### src/dio_bank_pkg.sv
// shared constants and carrier types for the discrete i/o channel bank
package io_bank_pkg;
   localparam int NUM_CH = 16;
   localparam int WD_W = 16;
   localparam logic [WD_W-1:0] WD_OFF_LO = 16'h0000;
   localparam logic [WD_W-1:0] WD_OFF_HI = 16'hFFFF;
   localparam int LABEL_CHARS = 8;
   localparam int LABEL_W = LABEL_CHARS * 8;
   localparam int CH_IDX_W = 4;
   localparam int CLK_HZ = 125_000_000;
   localparam int TICK_PERIOD_S = 1;
   localparam int TICK_CYCLES = CLK_HZ * TICK_PERIOD_S;
   localparam int TICK_W = 27;
   localparam int REFRESH_PERIOD_MS = 100;
   localparam int REFRESH_CYCLES = (CLK_HZ / 1000) * REFRESH_PERIOD_MS;
   localparam int REFRESH_W = 24;

   typedef struct packed {
      logic [WD_W-1:0] wd_timeout;
      logic wd_state_on;
      logic refresh_en;
      logic invert_in;
   } ch_cfg_t;

   typedef struct packed {
      logic valid;
      logic [CH_IDX_W-1:0] ch;
      logic write;
      logic value;
   } ch_access_t;
endpackage

### src/label_store.sv
// small memory holding the informational per-channel labels
module label_store
   import io_bank_pkg::*;
(
   input wire logic clk_sys_in,
   input wire logic resetn_in,
   input wire logic wr_en_in,
   input wire logic [CH_IDX_W-1:0] wr_ch_in,
   input wire logic [LABEL_W-1:0] wr_data_in,
   input wire logic [CH_IDX_W-1:0] rd_ch_in,
   output logic [LABEL_W-1:0] rd_data_out
);
   logic [LABEL_W-1:0] mem [NUM_CH];

   always_ff @(posedge clk_sys_in)
   begin
      if (wr_en_in)
      begin
         mem[wr_ch_in] <= wr_data_in;
      end
   end

   always_ff @(posedge clk_sys_in or negedge resetn_in)
   begin
      if (!resetn_in)
      begin
         rd_data_out <= '0;
      end
      else
      begin
         rd_data_out <= mem[rd_ch_in];
      end
   end
endmodule

### src/discrete_io_channel_bank.sv
// sixteen-channel open-drain i/o bank with per-channel watchdog, refresh and input inversion
// Function
// RULE1 - sixteen channels, each with its own watchdog, fallback, refresh, inversion settings
// RULE2 - watchdog timeout values 1 to 65534 seconds are enabled periods
// RULE3 - timeout 0 or 65535 disables the channel watchdog completely
// RULE4 - no read or write for full period causes timeout; access restarts period
// RULE5 - on timeout the output goes to the configured fallback on or off
// RULE6 - refresh enabled: output periodically rewritten with programmed value
// RULE7 - inputs active-low; inversion option inverts reported input value
// RULE8 - inversion applies to fieldbus input and messaging path input alike
// RULE9 - output writes ignore inversion; writing 1 turns output on
// RULE10 - input samples drain node, giving readback of the output
// RULE11 - to monitor field signals, master first switches that output off
// RULE12 - local test writes accepted only with no network i/o connection
// RULE13 - eight-character label per channel, informational only
// RULE14 - watchdogs count one-second ticks; everything resets to disabled
module discrete_io_channel_bank
   import io_bank_pkg::*;
(
   input wire logic clk_sys_in,
   input wire logic resetn_in,
   input wire logic cfg_wr_in,
   input wire logic [CH_IDX_W-1:0] cfg_ch_in,
   input wire io_bank_pkg::ch_cfg_t cfg_data_in,
   input wire logic [LABEL_W-1:0] cfg_label_in,
   input wire logic [CH_IDX_W-1:0] label_rd_ch_in,
   input wire io_bank_pkg::ch_access_t net_access_in,
   input wire io_bank_pkg::ch_access_t test_access_in,
   input wire logic net_conn_active_in,
   input wire logic [NUM_CH-1:0] drain_n_in,
   output logic [NUM_CH-1:0] drive_on_out,
   output logic [NUM_CH-1:0] input_value_out,
   output logic [NUM_CH-1:0] msg_input_out,
   output logic [NUM_CH-1:0] wd_expired_out,
   output logic [NUM_CH-1:0] refresh_pulse_out,
   output logic test_reject_out,
   output logic [LABEL_W-1:0] label_out
);
   import io_bank_pkg::*;

   ch_cfg_t cfg [NUM_CH];
   logic [NUM_CH-1:0] prog_value;
   logic [WD_W-1:0] wd_count [NUM_CH];
   logic [TICK_W-1:0] tick_div;
   logic sec_tick;
   logic [REFRESH_W-1:0] refresh_div;
   logic refresh_tick;
   logic test_ok;
   logic [NUM_CH-1:0] access_hit;
   logic [NUM_CH-1:0] write_hit;
   logic [NUM_CH-1:0] write_val;

   // local test writes may only pass with no live network session
   assign test_ok = test_access_in.valid && !net_conn_active_in; // [RULE12]

   // one-second tick for all watchdogs
   always_ff @(posedge clk_sys_in or negedge resetn_in)
   begin
      if (!resetn_in)
      begin
         tick_div <= '0;
         sec_tick <= 1'b0;
      end
      else if (tick_div == TICK_W'(TICK_CYCLES - 1))
      begin
         tick_div <= '0;
         sec_tick <= 1'b1; // [RULE14]
      end
      else
      begin
         tick_div <= tick_div + 1'b1;
         sec_tick <= 1'b0;
      end
   end

   // refresh period is short so a latched shutdown recovers quickly
   always_ff @(posedge clk_sys_in or negedge resetn_in)
   begin
      if (!resetn_in)
      begin
         refresh_div <= '0;
         refresh_tick <= 1'b0;
      end
      else if (refresh_div == REFRESH_W'(REFRESH_CYCLES - 1))
      begin
         refresh_div <= '0;
         refresh_tick <= 1'b1;
      end
      else
      begin
         refresh_div <= refresh_div + 1'b1;
         refresh_tick <= 1'b0;
      end
   end

   always_ff @(posedge clk_sys_in or negedge resetn_in)
   begin
      if (!resetn_in)
      begin
         test_reject_out <= 1'b0;
      end
      else
      begin
         test_reject_out <= test_access_in.valid && test_access_in.write && net_conn_active_in; // [RULE12]
      end
   end

   genvar g;
   generate
      for (g = 0; g < NUM_CH; g++)
      begin : g_ch
         logic wd_enabled;
         logic net_hit;
         logic tst_hit;
         logic rd_in;

         assign net_hit = net_access_in.valid && (net_access_in.ch == CH_IDX_W'(g));
         assign tst_hit = test_ok && (test_access_in.ch == CH_IDX_W'(g));
         assign access_hit[g] = net_hit || tst_hit; // [RULE4]
         assign write_hit[g] = (net_hit && net_access_in.write) || (tst_hit && test_access_in.write);
         // network write wins if both arrive together
         assign write_val[g] = net_hit && net_access_in.write ? net_access_in.value : test_access_in.value;
         assign wd_enabled = (cfg[g].wd_timeout != WD_OFF_LO) && (cfg[g].wd_timeout != WD_OFF_HI); // [RULE2] [RULE3]
         // drain low means input active; the readback sees the real node
         assign rd_in = ~drain_n_in[g] ^ cfg[g].invert_in; // [RULE7] [RULE10]

         always_ff @(posedge clk_sys_in or negedge resetn_in)
         begin
            if (!resetn_in)
            begin
               cfg[g] <= '0; // [RULE14]
            end
            else if (cfg_wr_in && cfg_ch_in == CH_IDX_W'(g))
            begin
               cfg[g] <= cfg_data_in; // [RULE1]
            end
         end

         // a timeout falls back to the chosen state; a later write overrides it
         always_ff @(posedge clk_sys_in or negedge resetn_in)
         begin
            if (!resetn_in)
            begin
               prog_value[g] <= 1'b0;
            end
            else if (write_hit[g])
            begin
               prog_value[g] <= write_val[g]; // [RULE9]
            end
            // a same-cycle access restarts the period, so no fallback is applied then
            else if (wd_enabled && sec_tick && !access_hit[g] && !wd_expired_out[g]
               && wd_count[g] == cfg[g].wd_timeout - 1'b1)
            begin
               prog_value[g] <= cfg[g].wd_state_on; // [RULE5]
            end
         end

         always_ff @(posedge clk_sys_in or negedge resetn_in)
         begin
            if (!resetn_in)
            begin
               wd_count[g] <= '0;
               wd_expired_out[g] <= 1'b0;
            end
            else if (!wd_enabled || access_hit[g])
            begin
               wd_count[g] <= '0; // [RULE3] [RULE4]
               wd_expired_out[g] <= 1'b0;
            end
            else if (sec_tick && !wd_expired_out[g])
            begin
               if (wd_count[g] == cfg[g].wd_timeout - 1'b1)
               begin
                  wd_expired_out[g] <= 1'b1; // [RULE4]
               end
               else
               begin
                  wd_count[g] <= wd_count[g] + 1'b1;
               end
            end
         end

         always_ff @(posedge clk_sys_in or negedge resetn_in)
         begin
            if (!resetn_in)
            begin
               drive_on_out[g] <= 1'b0;
               refresh_pulse_out[g] <= 1'b0;
            end
            else
            begin
               drive_on_out[g] <= prog_value[g];
               refresh_pulse_out[g] <= refresh_tick && cfg[g].refresh_en; // [RULE6]
            end
         end

         always_ff @(posedge clk_sys_in or negedge resetn_in)
         begin
            if (!resetn_in)
            begin
               input_value_out[g] <= 1'b0;
               msg_input_out[g] <= 1'b0;
            end
            else
            begin
               input_value_out[g] <= rd_in; // [RULE8]
               msg_input_out[g] <= rd_in; // [RULE8]
            end
         end
      end
   endgenerate

   // labels are stored and read back only; nothing else looks at them
   label_store u_labels ( // [RULE13]
      .clk_sys_in(clk_sys_in),
      .resetn_in(resetn_in),
      .wr_en_in(cfg_wr_in),
      .wr_ch_in(cfg_ch_in),
      .wr_data_in(cfg_label_in),
      .rd_ch_in(label_rd_ch_in),
      .rd_data_out(label_out)
   );
endmodule

### config.mk
export PLATFORM = sky130hd
export DESIGN_NAME = discrete_io_channel_bank
export DESIGN_NICKNAME = d
export VERILOG_FILES = /design/src/dio_bank_pkg.sv /design/src/label_store.sv /design/src/discrete_io_channel_bank.sv
export SDC_FILE = /design/constraint.sdc
export NUM_CORES = 2
export LEC_CHECK = 0
export BUFFER_PORTS_ARGS = -buffer_cell sky130_fd_sc_hd__buf_2
export CAP_MARGIN = 20
export CELL_PAD_IN_SITES_DETAIL_PLACEMENT = 1
export CELL_PAD_IN_SITES_GLOBAL_PLACEMENT = 1
export CORE_ASPECT_RATIO = 1.75
export CORE_MARGIN = 1
export CORE_UTILIZATION = 40
export DETAILED_ROUTE_END_ITERATION = 7
export GPL_TIMING_DRIVEN = 0
export PLACE_DENSITY = 0.7
export SETUP_SLACK_MARGIN = 0.1
export SLEW_MARGIN = 0
export SYNTH_ARGS = -nofsm -noshare
export SYNTH_HDL_FRONTEND = slang
export SYNTH_HIERARCHICAL = 1
export SYNTH_SLANG_ARGS = --single-unit
### constraint.sdc
create_clock -name clk_sys_in -period 8.05 [get_ports clk_sys_in]
set_clock_uncertainty 0.15 [all_clocks]
set_input_delay 2.0125 -clock clk_sys_in [delete_from_list [all_inputs] [get_ports clk_sys_in]]
set_output_delay 2.0125 -clock clk_sys_in [all_outputs]
set_load 0.005 [all_outputs]
## After elaboration in Yosys (flattened, before gate mapping)

Memories as Yosys holds them, arrays and structs flattened. A register that Yosys moved wholly into a read port is not among the register bits.
Cells that the tools add are included.

| word-level totals | value |
|---|---|
| memories | 1 |
| logic and storage cells | 869 |
| memory bits (writable) | 1024 |
| register bits | 694 |
| bits of input ports | 125 |

| operators by class | value |
|---|---|
| bitwise logic cells | 32 |
| multiplexer cells | 150 |
| eq/ne operators | 95 |
| reductions and logical operators | 392 |
| $add $sub $neg | 34 |

Memories:

| memory | depth | width | read ports | clocked after memory_dff | write ports | RTL line | RTL |
|---|---|---|---|---|---|---|---|
| u_labels.mem | 16 | 64 | 1 | 1 | 1 | label_store.sv:13 | `logic [LABEL_W-1:0] mem [NUM_CH];` |

Operators by type and width:

| operator | count |
|---|---|
| 2-to-1 mux 16 bit | 48 |
| adder 16 x 1 -> 16 bit (second input constant) | 16 |
| == test 16 bit | 16 |
| inequality test 16 bit (second input constant) | 16 |
| nonzero test 16 bit | 16 |
| subtractor 16 x 1 -> 16 bit (second input constant) | 16 |
| logical AND 1 bit | 195 |
| 2-to-1 mux 1 bit | 100 |
| == test 4 bit (second input constant) | 24 |
| nonzero test 2 bit | 48 |
| AND reduction 2 bit | 32 |
| zero test 1 bit | 50 |
| == test 4 x 3 -> 1 bit (second input constant) | 12 |
| logical OR 1 bit | 48 |
| inequality test 2 x 1 -> 1 bit (second input constant) | 16 |
| adder 27 x 1 -> 27 bit (second input constant) | 1 |
| == test 27 bit (second input constant) | 1 |
| 2-to-1 mux 27 bit | 1 |
| adder 24 x 1 -> 24 bit (second input constant) | 1 |
| == test 24 bit (second input constant) | 1 |
| == test 4 x 2 -> 1 bit (second input constant) | 6 |
| 2-to-1 mux 24 bit | 1 |
| NOT 1 bit | 16 |
| bitwise XOR 1 bit | 16 |
| other kinds (2) | 6 |

## Longest topological paths before layout

| depth | value |
|---|---|
| depth in word-level cells | 10 |
| depth in mapped cells | 13 |
| gate-level depth less buffers | 10 |

## Hierarchy

The synthesis kept the hierarchy.

By module, submodules not included:

| module | cells an instance | sequential area each (um2) | times used | area an instance (um2) |
|---|---|---|---|---|
| discrete_io_channel_bank | 4404 | 17366.7 | 1 | 41992.8 |
| label_store | 1647 | 32351.0 | 1 | 39902.0 |

## Least setup slack after synthesis

Ideal clock, no wire load.

| timing | value |
|---|---|
| kind | input to register |
| start point | input port cfg_ch_in[2] |
| end point | memory u_labels/mem[0][0] in the netlist's numbering, enable pin |
| path slack | 0.459 ns |
| data arrival time | 6.876 ns |
| stages on the path | 2 |
| buffers on the path | 0 |
| path through | or3b_2 -> nor3_1 |

RTL lines:

| item | RTL line | RTL |
|---|---|---|
| start: declaration | discrete_io_channel_bank.sv:23 | `input wire logic [CH_IDX_W-1:0] cfg_ch_in,` |
| end: declaration | label_store.sv:13 |  |

Straight into the memory's write port.

## Final worst setup path

| timing | value |
|---|---|
| start point | input port test_access_in[5] in the netlist's numbering |
| end point | register prog_value[7] |

| between the ends | value |
|---|---|
| word-level cells in the longest chain between the ends | 8 |
| elaborated cells on any way between the ends | 11 |
| classes of those cells | eq/ne: 1; mux: 1; reduce/logical: 9 |

RTL lines:

| item | RTL line | RTL |
|---|---|---|
| start: declaration | discrete_io_channel_bank.sv:28 | `input wire io_bank_pkg::ch_access_t test_access_in,` |
| == test 4 x 3 -> 1 bit * | discrete_io_channel_bank.sv:118 | `assign tst_hit = test_ok && (test_access_in.ch == CH_IDX_W'(g));` |
| logical AND 1 bit * | discrete_io_channel_bank.sv:118 |  |
| logical OR 1 bit | discrete_io_channel_bank.sv:119 | `assign access_hit[g] = net_hit \|\| tst_hit;` |
| zero test 1 bit | discrete_io_channel_bank.sv:151 | `else if (wd_enabled && sec_tick && !access_hit[g] && !wd_expired_out[g]` |
| logical AND 1 bit (2 in series) | discrete_io_channel_bank.sv:151 |  |
| logical AND 1 bit | discrete_io_channel_bank.sv:152 | `&& wd_count[g] == cfg[g].wd_timeout - 1'b1)` |
| nonzero test 2 bit (no source line) | -- |  |
| end signal: indexed assignment | discrete_io_channel_bank.sv:148 | `prog_value[g] <= write_val[g];` |
| end signal: indexed assignment | discrete_io_channel_bank.sv:154 | `prog_value[g] <= cfg[g].wd_state_on;` |
| end: declaration | discrete_io_channel_bank.sv:42 | `logic [NUM_CH-1:0] prog_value;` |

Mark *: on every way between the ends. The rest lies on a longest branch, timed or not.
A chain may end at the register's enable or synchronous reset.

==> summary.md <==
| Metric | Value |
|---|---|
| EDFF count, synth | `1024` |
| Routed Wire Length | `256000 µm` |
| R2R setup slack | `3.65 ns` |
| PostCTS Resize Cnt | `0` |
| Most frequent cells in the layout | `1024 x edfxtp_1, 758 x dfrtp_1, 368 x nand2_1` |
| Crit-path slowest cell | `a22oi_1` |
| Port bufs | `260` |
| Status | `finished, final reports clean` |
| Via count | `55616` |
| Crit path capture type | `flip-flop` |
| CP Launch Type | `primary input` |
| Nets | `6780` |
| Worst R2R Start | `cfg[212]$_DFFE_PN0P_` |
| Largest buffer count on any clock path | `4` |
| R2R Path End | `prog_value[4]$_DFFE_PN0P_` |
| Worst setup path category | `primary input to flip-flop` |
| Setup WS post-layout | `2.43 ns` |
| Post-Synthesis Cells | `6051` |
| Layout area overhead | `15.0%` |
| CTS clock-pin slew for the worst setup and hold paths | `0.06 ns` |
| Critical Path RT | `8.56 ns` |
| Worst-margin pin slew | `1.21 ns` |
| Global-route wire length before repair | `382000 µm` |
| Congestion Overflow GR | `0` |
| Vias in the first global route | `60017` |
| GP Congestion | `0.913` |
| CTS tree | `yes` |
| Period utilization | `69.8%` |
| Detail Route Antenna Nets | `0` |
| Hold Path Depth | `0` |
| Drt initial violations | `3515` |
| HP Start | `prog_value[7]$_DFFE_PN0P_` |
| Worst Reg-to-Reg Cells | `10` |
| Slew Limit Fails | `0` |
| Horiz. Die Dim | `344 µm` |
| Critical-path maximum fanout | `10` |
| Pin count of the biggest net entering global routing | `113` |
| Overall die height | `601 µm` |
| Synth Register Bits | `1782` |
| Worst min path class | `flip-flop to flip-flop` |
| Num CTS Buffers | `175` |
| Routed vias/inst | `5.93` |
| H-tree depth | `4` |
| Die Area | `207000 µm²` |
| Ys async rst share | `42.5%` |
| Critical path data arrival time | `6.12 ns` |
| Setup Fix Bufs, Post-CTS | `0` |
| DRC | `0` |
| Sequential share of the synthesized area | `60.7%` |
| Core area | `203000 µm²` |
| Mapped Nets | `6242` |
| Tmin final | `5.62 ns` |
| Leakage | `34.7 nW` |
| Max frequency | `178 MHz` |
| Mean Syn Cell Area | `13.5 µm²` |
| Final setup TNS | `0 ns` |
| Netlist cell types | `103` |
| RSZ-0062 raised after global routing | `false` |
| Worst-Skew Late Latency | `0.83 ns` |
| IR drop worst, VDD | `0.000337 V` |
| Ys flop type | `edfxtp_1` |
| Clock root buffer | `clkbuf_16` |
| Slew headroom | `19.5%` |
| Most common cell after layout, fill and taps aside | `edfxtp_1` |
| Final setup violation count | `0` |
| Sum of net half-perimeters after detailed placement | `180000 µm` |
| Top Ports | `270` |
| CTS sink cnt | `1782` |
| Post-Syn Area | `81900 µm²` |
| Final Hold Fails | `0` |
| Detailed Routing Iterations Pass 1 | `5` |
| WL/cell | `27.3 µm` |
| Num rows | `219` |
| Global-route usage over all layers | `24.6%` |
| Power per cell area | `241 nW/µm²` |
| YS warnings | `6` |
| Share of cells above drive strength 1 | `20.4%` |
| Hold Path Sink | `drive_on_out[7]$_DFF_PN0_` |
| Ordered cell list for the critical path | `clkbuf_1, nor2b_1, a22oi_1, nand3_1, a2111o_1, a2111oi_4, nand4_1, mux2i_1, a21oi_1` |
| Dpl ws | `1.57 ns` |
| Max_cap viols | `0` |
| Hold-fix buffers, CTS | `0` |
| Initial antenna violation count | `20` |
| Max stage delay on crit path | `0.92 ns` |
| Initial Util | `40.3%` |
==> cells in the mapped netlist, drive strengths merged (33+ instances only) <==
library cell | number | area share [%]
ha | 66 | 1.0
nand2 | 368 | 1.7
nand3 | 169 | 1.0
nand2b | 66 | 0.50
nand3b | 37 | 0.34
nor3 | 113 | 0.69
and3 | 96 | 0.73
edfxtp | 1024 | 38
xor2 | 163 | 1.7
inv | 81 | 0.37
clkbuf | 239 | 1.1
and2 | 51 | 0.39
or3 | 113 | 0.86
buf | 108 | 0.83
mux4 | 256 | 7.0
or4 | 106 | 1.0
a22oi | 134 | 1.2
nand4 | 167 | 1.3
o31ai | 57 | 0.53
a31oi | 33 | 0.25
nor2 | 311 | 1.4
nor2b | 46 | 0.35
xnor2 | 241 | 2.6
o211ai | 46 | 0.42
nor4 | 105 | 0.93
mux2i | 57 | 0.70
mux2 | 284 | 3.9
dfrtp | 758 | 23
a21oi | 194 | 1.2
o21ai | 176 | 1.1
==> cells by family (layout without fill, tap and decap cells) <==
kind of cell / count (synthesis) / in the layout / synth area share, %
AOI/OAI and AO/OA: 871 / 871 / 7.15
xor gates and xnor gates: 406 / 406 / 4.38
adders and majority gates: 66 / 66 / 1.01
buffers and inverters: 428 / 1095 / 2.30
DFF: 1782 / 1782 / 60.7
muxes: 597 / 597 / 11.6
other: 0 / 7 / 0
and+or+nand+nor: 1901 / 1901 / 12.8
==> final cells by class <==
type / instances / area, µm²
buffer: 347 / 1580
multi-input combinational: 3841 / 30400
clock inverter: 92 / 1070
tap: 2652 / 3320
timing repair buffer: 361 / 3030
inverter: 81 / 304
antenna: 7 / 17.5
clock buffer: 214 / 4720
fill: 20575 / 109000
sequential: 1782 / 49700
==> routing by layer <==
| metal | part of all wire (%) | track usage (%) | vias to the layer above | wire length [µm] |
|---|---|---|---|---|
| met5 | 0.075 | 0 | - | 192 |
| met4 | 5.6 | 12.6 | 30 | 14200 |
| met3 | 5.1 | 3.88 | 601 | 13100 |
| met2 | 54 | 45.4 | 1619 | 138000 |
| met1 | 35 | 26.6 | 29077 | 90500 |
| li1 | - | - | 24289 | - |
==> metrics by stage <==
stage	hold WS [ns]	area (µm²)	power, mW	utilization (%)	instances
final	0.228	94200	22.7	46.3	9377
after global routing	0.247	94200	23.5	46.3	9371
after CTS	0.231	94200	22.9	46.3	9370
after detailed placement	0.210	88400	14.3	43.5	9064
after global placement	0.207	86500	14.1	42.6	8963
after floorplan	0.198	81900	13.0	-	6051
==> sequential cells by signal (all words and copies together) (netlist names) <==
name                  flops
wd_count                256
u_labels/mem           1024
sec_tick                  1
drive_on_out             16
test_reject_out           1
refresh_tick              1
refresh_div              24
wd_expired_out           16
refresh_pulse_out        16
tick_div                 27
cfg                     304
msg_input_out            16
prog_value               16
u_labels/rd_data_out     64
==> how the worst max path moves through the flow <==
stage,startpoint,endpoint,slack (ns)
3_5_place_dp,test_access_in[5],prog_value[7]$_DFFE_PN0P_,1.57
3_3_place_gp,resetn_in,u_labels/rd_data_out[41]$_DFF_PN0_,-13.09
6_report,test_access_in[5],prog_value[7]$_DFFE_PN0P_,2.43
2_1_floorplan,cfg_ch_in[2],u_labels/mem[0][0]$_DFFE_PP_,0.46
4_1_cts,test_access_in[5],prog_value[7]$_DFFE_PN0P_,2.42
5_1_grt,test_access_in[5],prog_value[7]$_DFFE_PN0P_,2.37
==> critical path, delay by kind of cell <==
kind            cells  cell delay (ns)
buf+inv             1             0.37
simple gates        3             1.43
compound gates      4             1.95
mux                 1             0.34
==> report_power, final <==
group | switching [mW] | internal (mW)
sequential | 0.652 | 10.3
combinational | 1.86 | 1.39
clock | 3.68 | 4.83
(Power assumes the default switching activity.)
